$ cat src/logic/spfs_pkg.sv
// Constants for the shared pin function selector
package spfs_pkg;

	// ****************************************
	// Bus widths
	// ****************************************
	localparam int ADDR_W = 8;
	localparam int DATA_W = 8;

	// ****************************************
	// Register offsets
	// ****************************************
	localparam logic [ADDR_W-1:0] OFS_TIMER_CTRL = 8'h00;
	localparam logic [ADDR_W-1:0] OFS_DMA_MODE   = 8'h04;
	localparam logic [ADDR_W-1:0] OFS_SER1_CTRL  = 8'h08;
	localparam logic [ADDR_W-1:0] OFS_SER1_STAT  = 8'h0C;
	localparam logic [ADDR_W-1:0] OFS_PIN_STATE  = 8'h10;

	// ****************************************
	// Field positions
	// ****************************************
	localparam int BIT_TOC_LO   = 0;
	localparam int BIT_TOC_HI   = 1;
	localparam int BIT_DMA_SRC  = 0;
	localparam int BIT_DMA_DEST = 1;
	localparam int BIT_CLK_DIS  = 0;
	localparam int BIT_CTS_EN   = 0;
	localparam int BIT_SEL_TMR  = 0;
	localparam int BIT_SEL_DREQ = 1;
	localparam int BIT_SEL_TEND = 2;
	localparam int BIT_SEL_CTS  = 3;

	// ****************************************
	// Reset values
	// ****************************************
	localparam logic [DATA_W-1:0] RST_REG   = 8'h00;
	localparam logic [DATA_W-1:0] READ_ZERO = 8'h00;
	localparam logic [1:0]        RST_PAIR0 = 2'h0;
	localparam logic              RST_HIGH  = 1'h1;
	localparam logic              RST_LOW   = 1'h0;

	// Address match, used by every register decode in spfs_ctrl_bank
	function automatic logic addr_hit(input logic [ADDR_W-1:0] addr,
		input logic [ADDR_W-1:0] ofs);
		addr_hit = (addr == ofs);
	endfunction : addr_hit

endpackage : spfs_pkg

$ cat src/logic/shared_pin_function_select.sv
// Top of the shared pin function selector
`timescale 1ns/1ps
// Notes on behaviour
// Address-18 pin after reset; timer pulse when either timer control bit set.
// Serial-0 clock after reset; DMA request once destination or source mode bit set.
// Serial-1 clock after reset; transfer-end output when clock-disable bit is one.
// Receive data after reset; clear-to-send input when its enable bit is one.
// Active-low transfer end driven during last write of a DMA block.
// Timer function carries reload timer channel 1 pulse waveform.
// Pin in DMA function gives the serial unit no clock.
module shared_pin_function_select (
	input  wire logic                        clock,          // System clock
	input  wire logic                        resetn,         // Async reset, active low
	input  wire logic [spfs_pkg::ADDR_W-1:0] regAddr,        // Register address
	input  wire logic [spfs_pkg::DATA_W-1:0] regWdata,       // Register write data
	input  wire logic                        regWrite,       // Write strobe
	input  wire logic                        regRead,        // Read strobe
	output logic      [spfs_pkg::DATA_W-1:0] regRdata,       // Read data, cycle after
	input  wire logic                        cpuAddr18,      // Core address bit 18
	input  wire logic                        cpuAddrOe,      // Core drives address bus
	input  wire logic                        timerPulseOut,  // Reload timer ch1 output
	input  wire logic                        ser0ClkOut,     // Serial 0 clock out
	input  wire logic                        ser0ClkOe,      // Serial 0 clock drive
	input  wire logic                        ser1ClkOut,     // Serial 1 clock out
	input  wire logic                        ser1ClkOe,      // Serial 1 clock drive
	input  wire logic                        dmaEndN,        // DMA ch0 transfer end, low
	output logic                             ser0ClkIn,      // Clock to serial 0
	output logic                             ser1ClkIn,      // Clock to serial 1
	output logic                             dma0RequestInN, // Request to DMA ch0, low
	output logic                             rxDataIn,       // Clocked serial rx data
	output logic                             ser1ClearToSendN, // CTS to serial 1, low
	input  wire logic                        addrPinIn,      // Unused sense of pin
	output logic                             addrPinOut,     // Address-18 pin drive
	output logic                             addrPinOe,      // Address-18 pin enable
	input  wire logic                        clk0PinIn,      // Serial-0 clock pin level
	output logic                             clk0PinOut,     // Serial-0 clock pin drive
	output logic                             clk0PinOe,      // Serial-0 clock pin enable
	input  wire logic                        clk1PinIn,      // Serial-1 clock pin level
	output logic                             clk1PinOut,     // Serial-1 clock pin drive
	output logic                             clk1PinOe,      // Serial-1 clock pin enable
	input  wire logic                        rxCtsPinIn      // Rx data / CTS pin level
);
	// ****************************************
	// Control bits and selections
	// ****************************************
	wire logic [spfs_pkg::DATA_W-1:0] timerCtrl;
	wire logic [spfs_pkg::DATA_W-1:0] dmaMode;
	wire logic [spfs_pkg::DATA_W-1:0] ser1Ctrl;
	wire logic [spfs_pkg::DATA_W-1:0] ser1Stat;
	wire logic                        timerOutCtrlHi;
	wire logic                        timerOutCtrlLo;
	wire logic                        dmaDestModeHi;
	wire logic                        dmaSrcModeHi;
	wire logic                        serial1ClockDisable;
	wire logic                        serial1CtsEnable;
	wire logic                        selTimer;
	wire logic                        selDreq;
	wire logic                        selTend;
	wire logic                        selCts;
	wire logic [3:0]                  pinState;
	wire logic                        unusedSense;

	assign timerOutCtrlHi      = timerCtrl[spfs_pkg::BIT_TOC_HI];
	assign timerOutCtrlLo      = timerCtrl[spfs_pkg::BIT_TOC_LO];
	assign dmaDestModeHi       = dmaMode[spfs_pkg::BIT_DMA_DEST];
	assign dmaSrcModeHi        = dmaMode[spfs_pkg::BIT_DMA_SRC];
	assign serial1ClockDisable = ser1Ctrl[spfs_pkg::BIT_CLK_DIS];
	assign serial1CtsEnable    = ser1Stat[spfs_pkg::BIT_CTS_EN];

	assign selTimer = timerOutCtrlHi | timerOutCtrlLo;
	assign selDreq  = dmaDestModeHi | dmaSrcModeHi;
	assign selTend  = serial1ClockDisable;
	assign selCts   = serial1CtsEnable;
	assign pinState = {selCts, selTend, selDreq, selTimer};
	assign unusedSense = addrPinIn;

	// ****************************************
	// Register bank
	// ****************************************
	spfs_ctrl_bank uBank (
		.clock     (clock),
		.resetn    (resetn),
		.regAddr   (regAddr),
		.regWdata  (regWdata),
		.regWrite  (regWrite),
		.regRead   (regRead),
		.pinState  (pinState),
		.regRdata  (regRdata),
		.timerCtrl (timerCtrl),
		.dmaMode   (dmaMode),
		.ser1Ctrl  (ser1Ctrl),
		.ser1Stat  (ser1Stat)
	);

	// ****************************************
	// Address-18 / timer pin
	// ****************************************
	wire logic addrOutBase;
	wire logic addrOutAlt;
	wire logic addrOeBase;
	wire logic addrOeAlt;

	// Address bit follows the core; the sense pin never changes it
	assign addrOutBase = (cpuAddr18 & ~unusedSense) | cpuAddr18;
	assign addrOutAlt  = timerPulseOut;

	// Timer output drives regardless of bus release
	assign addrOeBase  = cpuAddrOe;
	assign addrOeAlt   = 1'h1;

	spfs_sel_reg #(
		.W     (1),
		.RST_Q (spfs_pkg::RST_LOW)
	) uAddrOut (
		.clock  (clock),
		.resetn (resetn),
		.sel    (selTimer),
		.baseIn (addrOutBase),
		.altIn  (addrOutAlt),
		.q      (addrPinOut)
	);

	spfs_sel_reg #(
		.W     (1),
		.RST_Q (spfs_pkg::RST_LOW)
	) uAddrOe (
		.clock  (clock),
		.resetn (resetn),
		.sel    (selTimer),
		.baseIn (addrOeBase),
		.altIn  (addrOeAlt),
		.q      (addrPinOe)
	);

	// ****************************************
	// Serial-0 clock / DMA request pin
	// ****************************************
	wire logic clk0OutBase;
	wire logic clk0OutAlt;
	wire logic clk0OeBase;
	wire logic clk0OeAlt;
	wire logic ser0InBase;
	wire logic ser0InAlt;
	wire logic dreqBase;
	wire logic dreqAlt;

	// Pin released while it carries the request
	assign clk0OutBase = ser0ClkOut;
	assign clk0OutAlt  = 1'h0;

	assign clk0OeBase  = ser0ClkOe;
	assign clk0OeAlt   = 1'h0;

	// Serial 0 sees a quiet clock while the pin is a request
	assign ser0InBase  = clk0PinIn;
	assign ser0InAlt   = 1'h0;

	// Request idles high while the pin serves as a clock
	assign dreqBase    = 1'h1;
	assign dreqAlt     = clk0PinIn;

	spfs_sel_reg #(
		.W     (1),
		.RST_Q (spfs_pkg::RST_LOW)
	) uClk0Out (
		.clock  (clock),
		.resetn (resetn),
		.sel    (selDreq),
		.baseIn (clk0OutBase),
		.altIn  (clk0OutAlt),
		.q      (clk0PinOut)
	);

	spfs_sel_reg #(
		.W     (1),
		.RST_Q (spfs_pkg::RST_LOW)
	) uClk0Oe (
		.clock  (clock),
		.resetn (resetn),
		.sel    (selDreq),
		.baseIn (clk0OeBase),
		.altIn  (clk0OeAlt),
		.q      (clk0PinOe)
	);

	spfs_sel_reg #(
		.W     (1),
		.RST_Q (spfs_pkg::RST_LOW)
	) uClk0In (
		.clock  (clock),
		.resetn (resetn),
		.sel    (selDreq),
		.baseIn (ser0InBase),
		.altIn  (ser0InAlt),
		.q      (ser0ClkIn)
	);

	spfs_sel_reg #(
		.W     (1),
		.RST_Q (spfs_pkg::RST_HIGH)
	) uDreq (
		.clock  (clock),
		.resetn (resetn),
		.sel    (selDreq),
		.baseIn (dreqBase),
		.altIn  (dreqAlt),
		.q      (dma0RequestInN)
	);

	// ****************************************
	// Serial-1 clock / transfer-end pin
	// ****************************************
	wire logic clk1OutBase;
	wire logic clk1OutAlt;
	wire logic clk1OeBase;
	wire logic clk1OeAlt;
	wire logic ser1InBase;
	wire logic ser1InAlt;

	assign clk1OutBase = ser1ClkOut;
	assign clk1OutAlt  = dmaEndN;

	// Transfer end owns the pin once selected
	assign clk1OeBase  = ser1ClkOe;
	assign clk1OeAlt   = 1'h1;

	// Serial 1 clock held low once the pin is cut
	assign ser1InBase  = clk1PinIn;
	assign ser1InAlt   = 1'h0;

	spfs_sel_reg #(
		.W     (1),
		.RST_Q (spfs_pkg::RST_LOW)
	) uClk1Out (
		.clock  (clock),
		.resetn (resetn),
		.sel    (selTend),
		.baseIn (clk1OutBase),
		.altIn  (clk1OutAlt),
		.q      (clk1PinOut)
	);

	spfs_sel_reg #(
		.W     (1),
		.RST_Q (spfs_pkg::RST_LOW)
	) uClk1Oe (
		.clock  (clock),
		.resetn (resetn),
		.sel    (selTend),
		.baseIn (clk1OeBase),
		.altIn  (clk1OeAlt),
		.q      (clk1PinOe)
	);

	spfs_sel_reg #(
		.W     (1),
		.RST_Q (spfs_pkg::RST_LOW)
	) uClk1In (
		.clock  (clock),
		.resetn (resetn),
		.sel    (selTend),
		.baseIn (ser1InBase),
		.altIn  (ser1InAlt),
		.q      (ser1ClkIn)
	);

	// ****************************************
	// Receive data / clear-to-send pin
	// ****************************************
	wire logic rxBase;
	wire logic rxAlt;
	wire logic ctsBase;
	wire logic ctsAlt;

	// Unselected rx data sees its idle high; unselected CTS is held low, asserted
	assign rxBase  = rxCtsPinIn;
	assign rxAlt   = 1'h1;

	assign ctsBase = 1'h0;
	assign ctsAlt  = rxCtsPinIn;

	spfs_sel_reg #(
		.W     (1),
		.RST_Q (spfs_pkg::RST_HIGH)
	) uRxData (
		.clock  (clock),
		.resetn (resetn),
		.sel    (selCts),
		.baseIn (rxBase),
		.altIn  (rxAlt),
		.q      (rxDataIn)
	);

	spfs_sel_reg #(
		.W     (1),
		.RST_Q (spfs_pkg::RST_LOW)
	) uCts (
		.clock  (clock),
		.resetn (resetn),
		.sel    (selCts),
		.baseIn (ctsBase),
		.altIn  (ctsAlt),
		.q      (ser1ClearToSendN)
	);
endmodule : shared_pin_function_select

$ cat src/logic/spfs_ctrl_bank.sv
// Control registers and read port of the pin selector
`timescale 1ns/1ps
module spfs_ctrl_bank (
	input  wire logic                          clock,      // System clock
	input  wire logic                          resetn,     // Async reset, active low
	input  wire logic [spfs_pkg::ADDR_W-1:0]   regAddr,    // Register address
	input  wire logic [spfs_pkg::DATA_W-1:0]   regWdata,   // Write data
	input  wire logic                          regWrite,   // Write strobe
	input  wire logic                          regRead,    // Read strobe
	input  wire logic [3:0]                    pinState,   // Current selections
	output logic      [spfs_pkg::DATA_W-1:0]   regRdata,   // Read data, cycle after
	output logic      [spfs_pkg::DATA_W-1:0]   timerCtrl,  // Timer output control
	output logic      [spfs_pkg::DATA_W-1:0]   dmaMode,    // DMA mode control
	output logic      [spfs_pkg::DATA_W-1:0]   ser1Ctrl,   // Serial 1 control
	output logic      [spfs_pkg::DATA_W-1:0]   ser1Stat    // Serial 1 status enable
);
	wire logic                        hitTmr;
	wire logic                        hitDma;
	wire logic                        hitCtl;
	wire logic                        hitSta;
	wire logic                        hitPin;
	wire logic [spfs_pkg::DATA_W-1:0] readMux;

	assign hitTmr = spfs_pkg::addr_hit(regAddr, spfs_pkg::OFS_TIMER_CTRL);
	assign hitDma = spfs_pkg::addr_hit(regAddr, spfs_pkg::OFS_DMA_MODE);
	assign hitCtl = spfs_pkg::addr_hit(regAddr, spfs_pkg::OFS_SER1_CTRL);
	assign hitSta = spfs_pkg::addr_hit(regAddr, spfs_pkg::OFS_SER1_STAT);
	assign hitPin = spfs_pkg::addr_hit(regAddr, spfs_pkg::OFS_PIN_STATE);

	// Unmapped addresses read as zero
	assign readMux = hitTmr ? timerCtrl :
		hitDma ? dmaMode :
		hitCtl ? ser1Ctrl :
		hitSta ? ser1Stat :
		hitPin ? {4'h0, pinState} : spfs_pkg::READ_ZERO;

	always_ff @(posedge clock or negedge resetn) begin
		if (!resetn) begin
			timerCtrl <= spfs_pkg::RST_REG;
			dmaMode   <= spfs_pkg::RST_REG;
			ser1Ctrl  <= spfs_pkg::RST_REG;
			ser1Stat  <= spfs_pkg::RST_REG;
			regRdata  <= spfs_pkg::READ_ZERO;
		end else begin
			if (regWrite && hitTmr) timerCtrl <= regWdata;
			if (regWrite && hitDma) dmaMode <= regWdata;
			if (regWrite && hitCtl) ser1Ctrl <= regWdata;
			if (regWrite && hitSta) ser1Stat <= regWdata;
			regRdata <= regRead ? readMux : spfs_pkg::READ_ZERO;
		end
	end
endmodule : spfs_ctrl_bank

$ cat src/logic/spfs_sel_reg.sv
// Registered two-way selector, one per routed signal group
`timescale 1ns/1ps
module spfs_sel_reg #(
	parameter int           W     = 1,
	parameter logic [W-1:0] RST_Q = '0
) (
	input  wire logic         clock,   // System clock
	input  wire logic         resetn,  // Async reset, active low
	input  wire logic         sel,     // High picks the alternate group
	input  wire logic [W-1:0] baseIn,  // Default group
	input  wire logic [W-1:0] altIn,   // Alternate group
	output logic      [W-1:0] q        // Registered result
);
	wire logic [W-1:0] next_q;

	assign next_q = sel ? altIn : baseIn;

	always_ff @(posedge clock or negedge resetn) begin
		if (!resetn) begin
			q <= RST_Q;
		end else begin
			q <= next_q;
		end
	end
endmodule : spfs_sel_reg

$ cat config.mk
export PLATFORM = sky130hd
export DESIGN_NAME = shared_pin_function_select
export DESIGN_NICKNAME = d
export VERILOG_FILES = /design/src/logic/spfs_pkg.sv /design/src/logic/shared_pin_function_select.sv /design/src/logic/spfs_ctrl_bank.sv /design/src/logic/spfs_sel_reg.sv
export SDC_FILE = /design/constraint.sdc
export NUM_CORES = 1
export LEC_CHECK = 0
export BUFFER_PORTS_ARGS = -buffer_cell sky130_fd_sc_hd__buf_2
export CORE_MARGIN = 10
export CORE_UTILIZATION = 35
export DETAILED_ROUTE_END_ITERATION = 6
export HOLD_SLACK_MARGIN = 0.05
export PLACE_DENSITY = 0.67
export SYNTH_ARGS = -nofsm -noshare
export SYNTH_HDL_FRONTEND = slang
export SYNTH_HIERARCHICAL = 1
export SYNTH_SLANG_ARGS = --single-unit
$ cat constraint.sdc
create_clock -name clock -period 3.85 [get_ports clock]
set_input_delay 0.5775 -clock clock [delete_from_list [all_inputs] [get_ports clock]]
set_output_delay 0.5775 -clock clock [all_outputs]
set_load 0.02 [all_outputs]
==> results.json <==
{
  "place.gp.congestion": 0.696,
  "cts_setup_buffers": 0,
  "antenna_found_initial": 0,
  "ys_warn_count": 6,
  "grt_busiest_layer": "met2",
  "reg2regPathDepth": 4,
  "postCtsHoldBufs": 0,
  "grt.total_usage_pct": 9.77,
  "globalRouteMet2Util_pct": 15.3,
  "worstPathRequired_ns": 4.05,
  "async_reset_ff_share_pct": 100,
  "yosys.area.top_type": "dfrtp_1",
  "synthCells": 141,
  "syn-cell-area_um2": 2230,
  "critPathCaptureType": "flip-flop",
  "seqPwrFrac_pct": 53.2,
  "grt_max_degree": 32,
  "ir_drop_uv": 208,
  "power_w": 0.00107,
  "area.growth.synth_to_final_pct": 21.1,
  "clk_pin_slew_worst_paths_ns": 0.09,
  "max_freq_mhz": 562,
  "routed_via_density": 5.00,
  "power_frac_comb_pct": 10.9,
  "routedWlPerCell_um": 17.1,
  "cp.arrival_ns": 1.98,
  "worstPathCellList": "buf_2, nor3b_2, nand4b_2, mux2_2",
  "die_area_um2": 9980,
  "final_cell_mix": "49 x buf_2, 49 x dfrtp_1, 40 x mux2_2",
  "cts_tree": "yes",
  "core_um2": 6280,
  "cp_max_fo": 11,
  "drv_slew": 0,
  "power_density_nw_per_um2": 397,
  "design_area_um2": 2710,
  "met1_usage_pct": 11.3,
  "crit_type": "in2reg",
  "yosys-top-cells-area": "dfrtp_1 55%, mux2_2 20%, mux2_4 7.4%",
  "period_needed_ns": 1.78,
  "hold_path.class": "in2async",
  "ys_seq_elements": 51,
  "p_leak_nw": 1.39,
  "setup_viol": 0,
  "cp_slowest_cell": "nor3b_2",
  "dpl.hpwl_um": 3510,
  "n_antenna_cell": 0,
  "synth_cell_type_count": 21,
  "drcViolationCount": 0,
  "synth_flop_cell": "dfrtp_1",
  "cts_root_buffer": "clkbuf_8",
  "die_w_um": 99.9,
  "grt_first_pass_wirelength_um": 7780,
  "grt_pass1_vias": 1544,
  "worst_pin_slew_ns": 0.700,
  "fin_setup_tns_ns": 0,
  "startpoint_type": "input pin",
  "insertion_delay_ns": 0.31,
  "place.port_buffers": 49,
  "place_area_um2": 2590,
  "initial_utilization_pct": 35.6,
  "cts_inserted_buffers": 5,
  "layout-drive-gt1-share_pct": 60.2,
  "dr.pass1.iters": 4,
  "synth_top_area_share_pct": 54.9,
  "drt_wl_total_um": 4760,
  "ant_nets": 0,
  "cp_slowest_stage_delay_ns": 0.41,
  "clock_power_share_pct": 35.9,
  "overflow": 0,
  "p_sw_share_pct": 22.8,
  "p_sw_w": 0.000245,
  "nets": 232,
  "rows": 29,
  "slew_headroom_pct": 53.4,
  "cts_sinks": 51,
  "use_met3_pct": 4.60,
  "htree_levels": 2,
  "rsz0062_at_grt": "false",
  "p_int_w": 0.000829,
  "clock_path_buffers": 2,
  "synth-edff-count": 0,
  "status": "completed",
  "skew_ns": 0.00561,
  "maxCapViolCount": 0,
  "dr_total_vias": 1389,
  "yosysSeqAreaShare_pct": 57.2,
  "cts_resized": 0,
  "ios": 51,
  "avgSynthCellArea_um2": 15.8,
  "die_height_um": 99.9,
  "dr.first_iter.drc_count": 41,
  "hold_viol": 0,
  "min_period_over_period_pct": 46.2
}
## Yosys cell counts, types with 3 or more instances
master	count
dfrtp_1	49
mux2_2	40
mux2_4	11
a21oi_1	4
a22oi_1	4
mux4_2	4
nand3_1	4
nor3b_1	4
buf_2	3
## metal layers
layer,up-vias,share of wire [%]
met2,58,46
met5,-,0
met4,0,1.3
met3,9,11
li1,623,-
met1,699,42
## per-stage QoR
stage	worst slack, ns	utilization, %	hold slack (ns)	cells
after detailed placement	1.71	41.2	0.490	270
after global placement	1.76	41.2	0.482	270
final	2.07	43.1	0.298	278
after global routing	2.01	43.1	0.349	278
after floorplan	2.14	-	0.282	148
after CTS	2.06	43.1	0.324	278
## flip-flops by register name (all words and copies together) (netlist names), 8 cells and up
signal	cells
uBank/timerCtrl	8
uBank/ser1Ctrl	8
uBank/regRdata	8
uBank/dmaMode	8
uBank/ser1Stat	8
## power by group through the flow
stage / combinational, W / clock (W) / sequential, W
after global placement: 0.000116 / 0 / 0.000581
final: 0.000117 / 0.000386 / 0.000571
after detailed placement: 0.000120 / 0 / 0.000582
after floorplan: 0.0000601 / 0 / 0.000590
after global routing: 0.000129 / 0.000422 / 0.000574
after CTS: 0.000120 / 0.000397 / 0.000571
## worst max-delay path: cells and delay by family
family	cells	cell delay, ns
multiplexers	1	0.40
buffers and inverters	1	0.19
AND/OR/NAND/NOR	2	0.81
## final cells by class
cell class | instances | area (µm²)
sequential | 51 | 1280
multi-input combinational | 92 | 960
tap | 77 | 96.3
clock buffer | 6 | 82.6
timing repair buffer | 50 | 253
clock inverter | 2 | 35.0
fill | 601 | 3570
## logic make-up (layout without fill, tap and decap cells)
logic type / count (synthesis) / in the layout / share of synthesized area [%]
AND/OR/NAND/NOR: 20 / 20 / 7.62
other: 2 / 9 / 0.336
multiplexers: 55 / 55 / 31.6
AO/OA/AOI/OAI: 8 / 8 / 2.24
buffers and inverters: 5 / 58 / 1.01
flip-flops: 51 / 51 / 57.2
## path summary, 6_finish.rpt
| kind | startpoint | endpoint | slack (ns) |
|---|---|---|---|
| max | regAddr[4] | uBank/ser1Ctrl[6] | 2.07 |
| min | resetn | uBank/ser1Stat[7] | 0.30 |
| max reg2reg | uBank/dmaMode[0] | uBank/regRdata[1] | 2.45 |
| min reg2reg | uBank/ser1Stat[3] | uBank/ser1Stat[3] | 0.51 |
| max in group asynchronous | resetn | uRxData/q | 2.73 |
| min in group clock | ser0ClkOe | uClk0Oe/q | 0.50 |
Note: power is estimated with default switching activity, not from simulation.
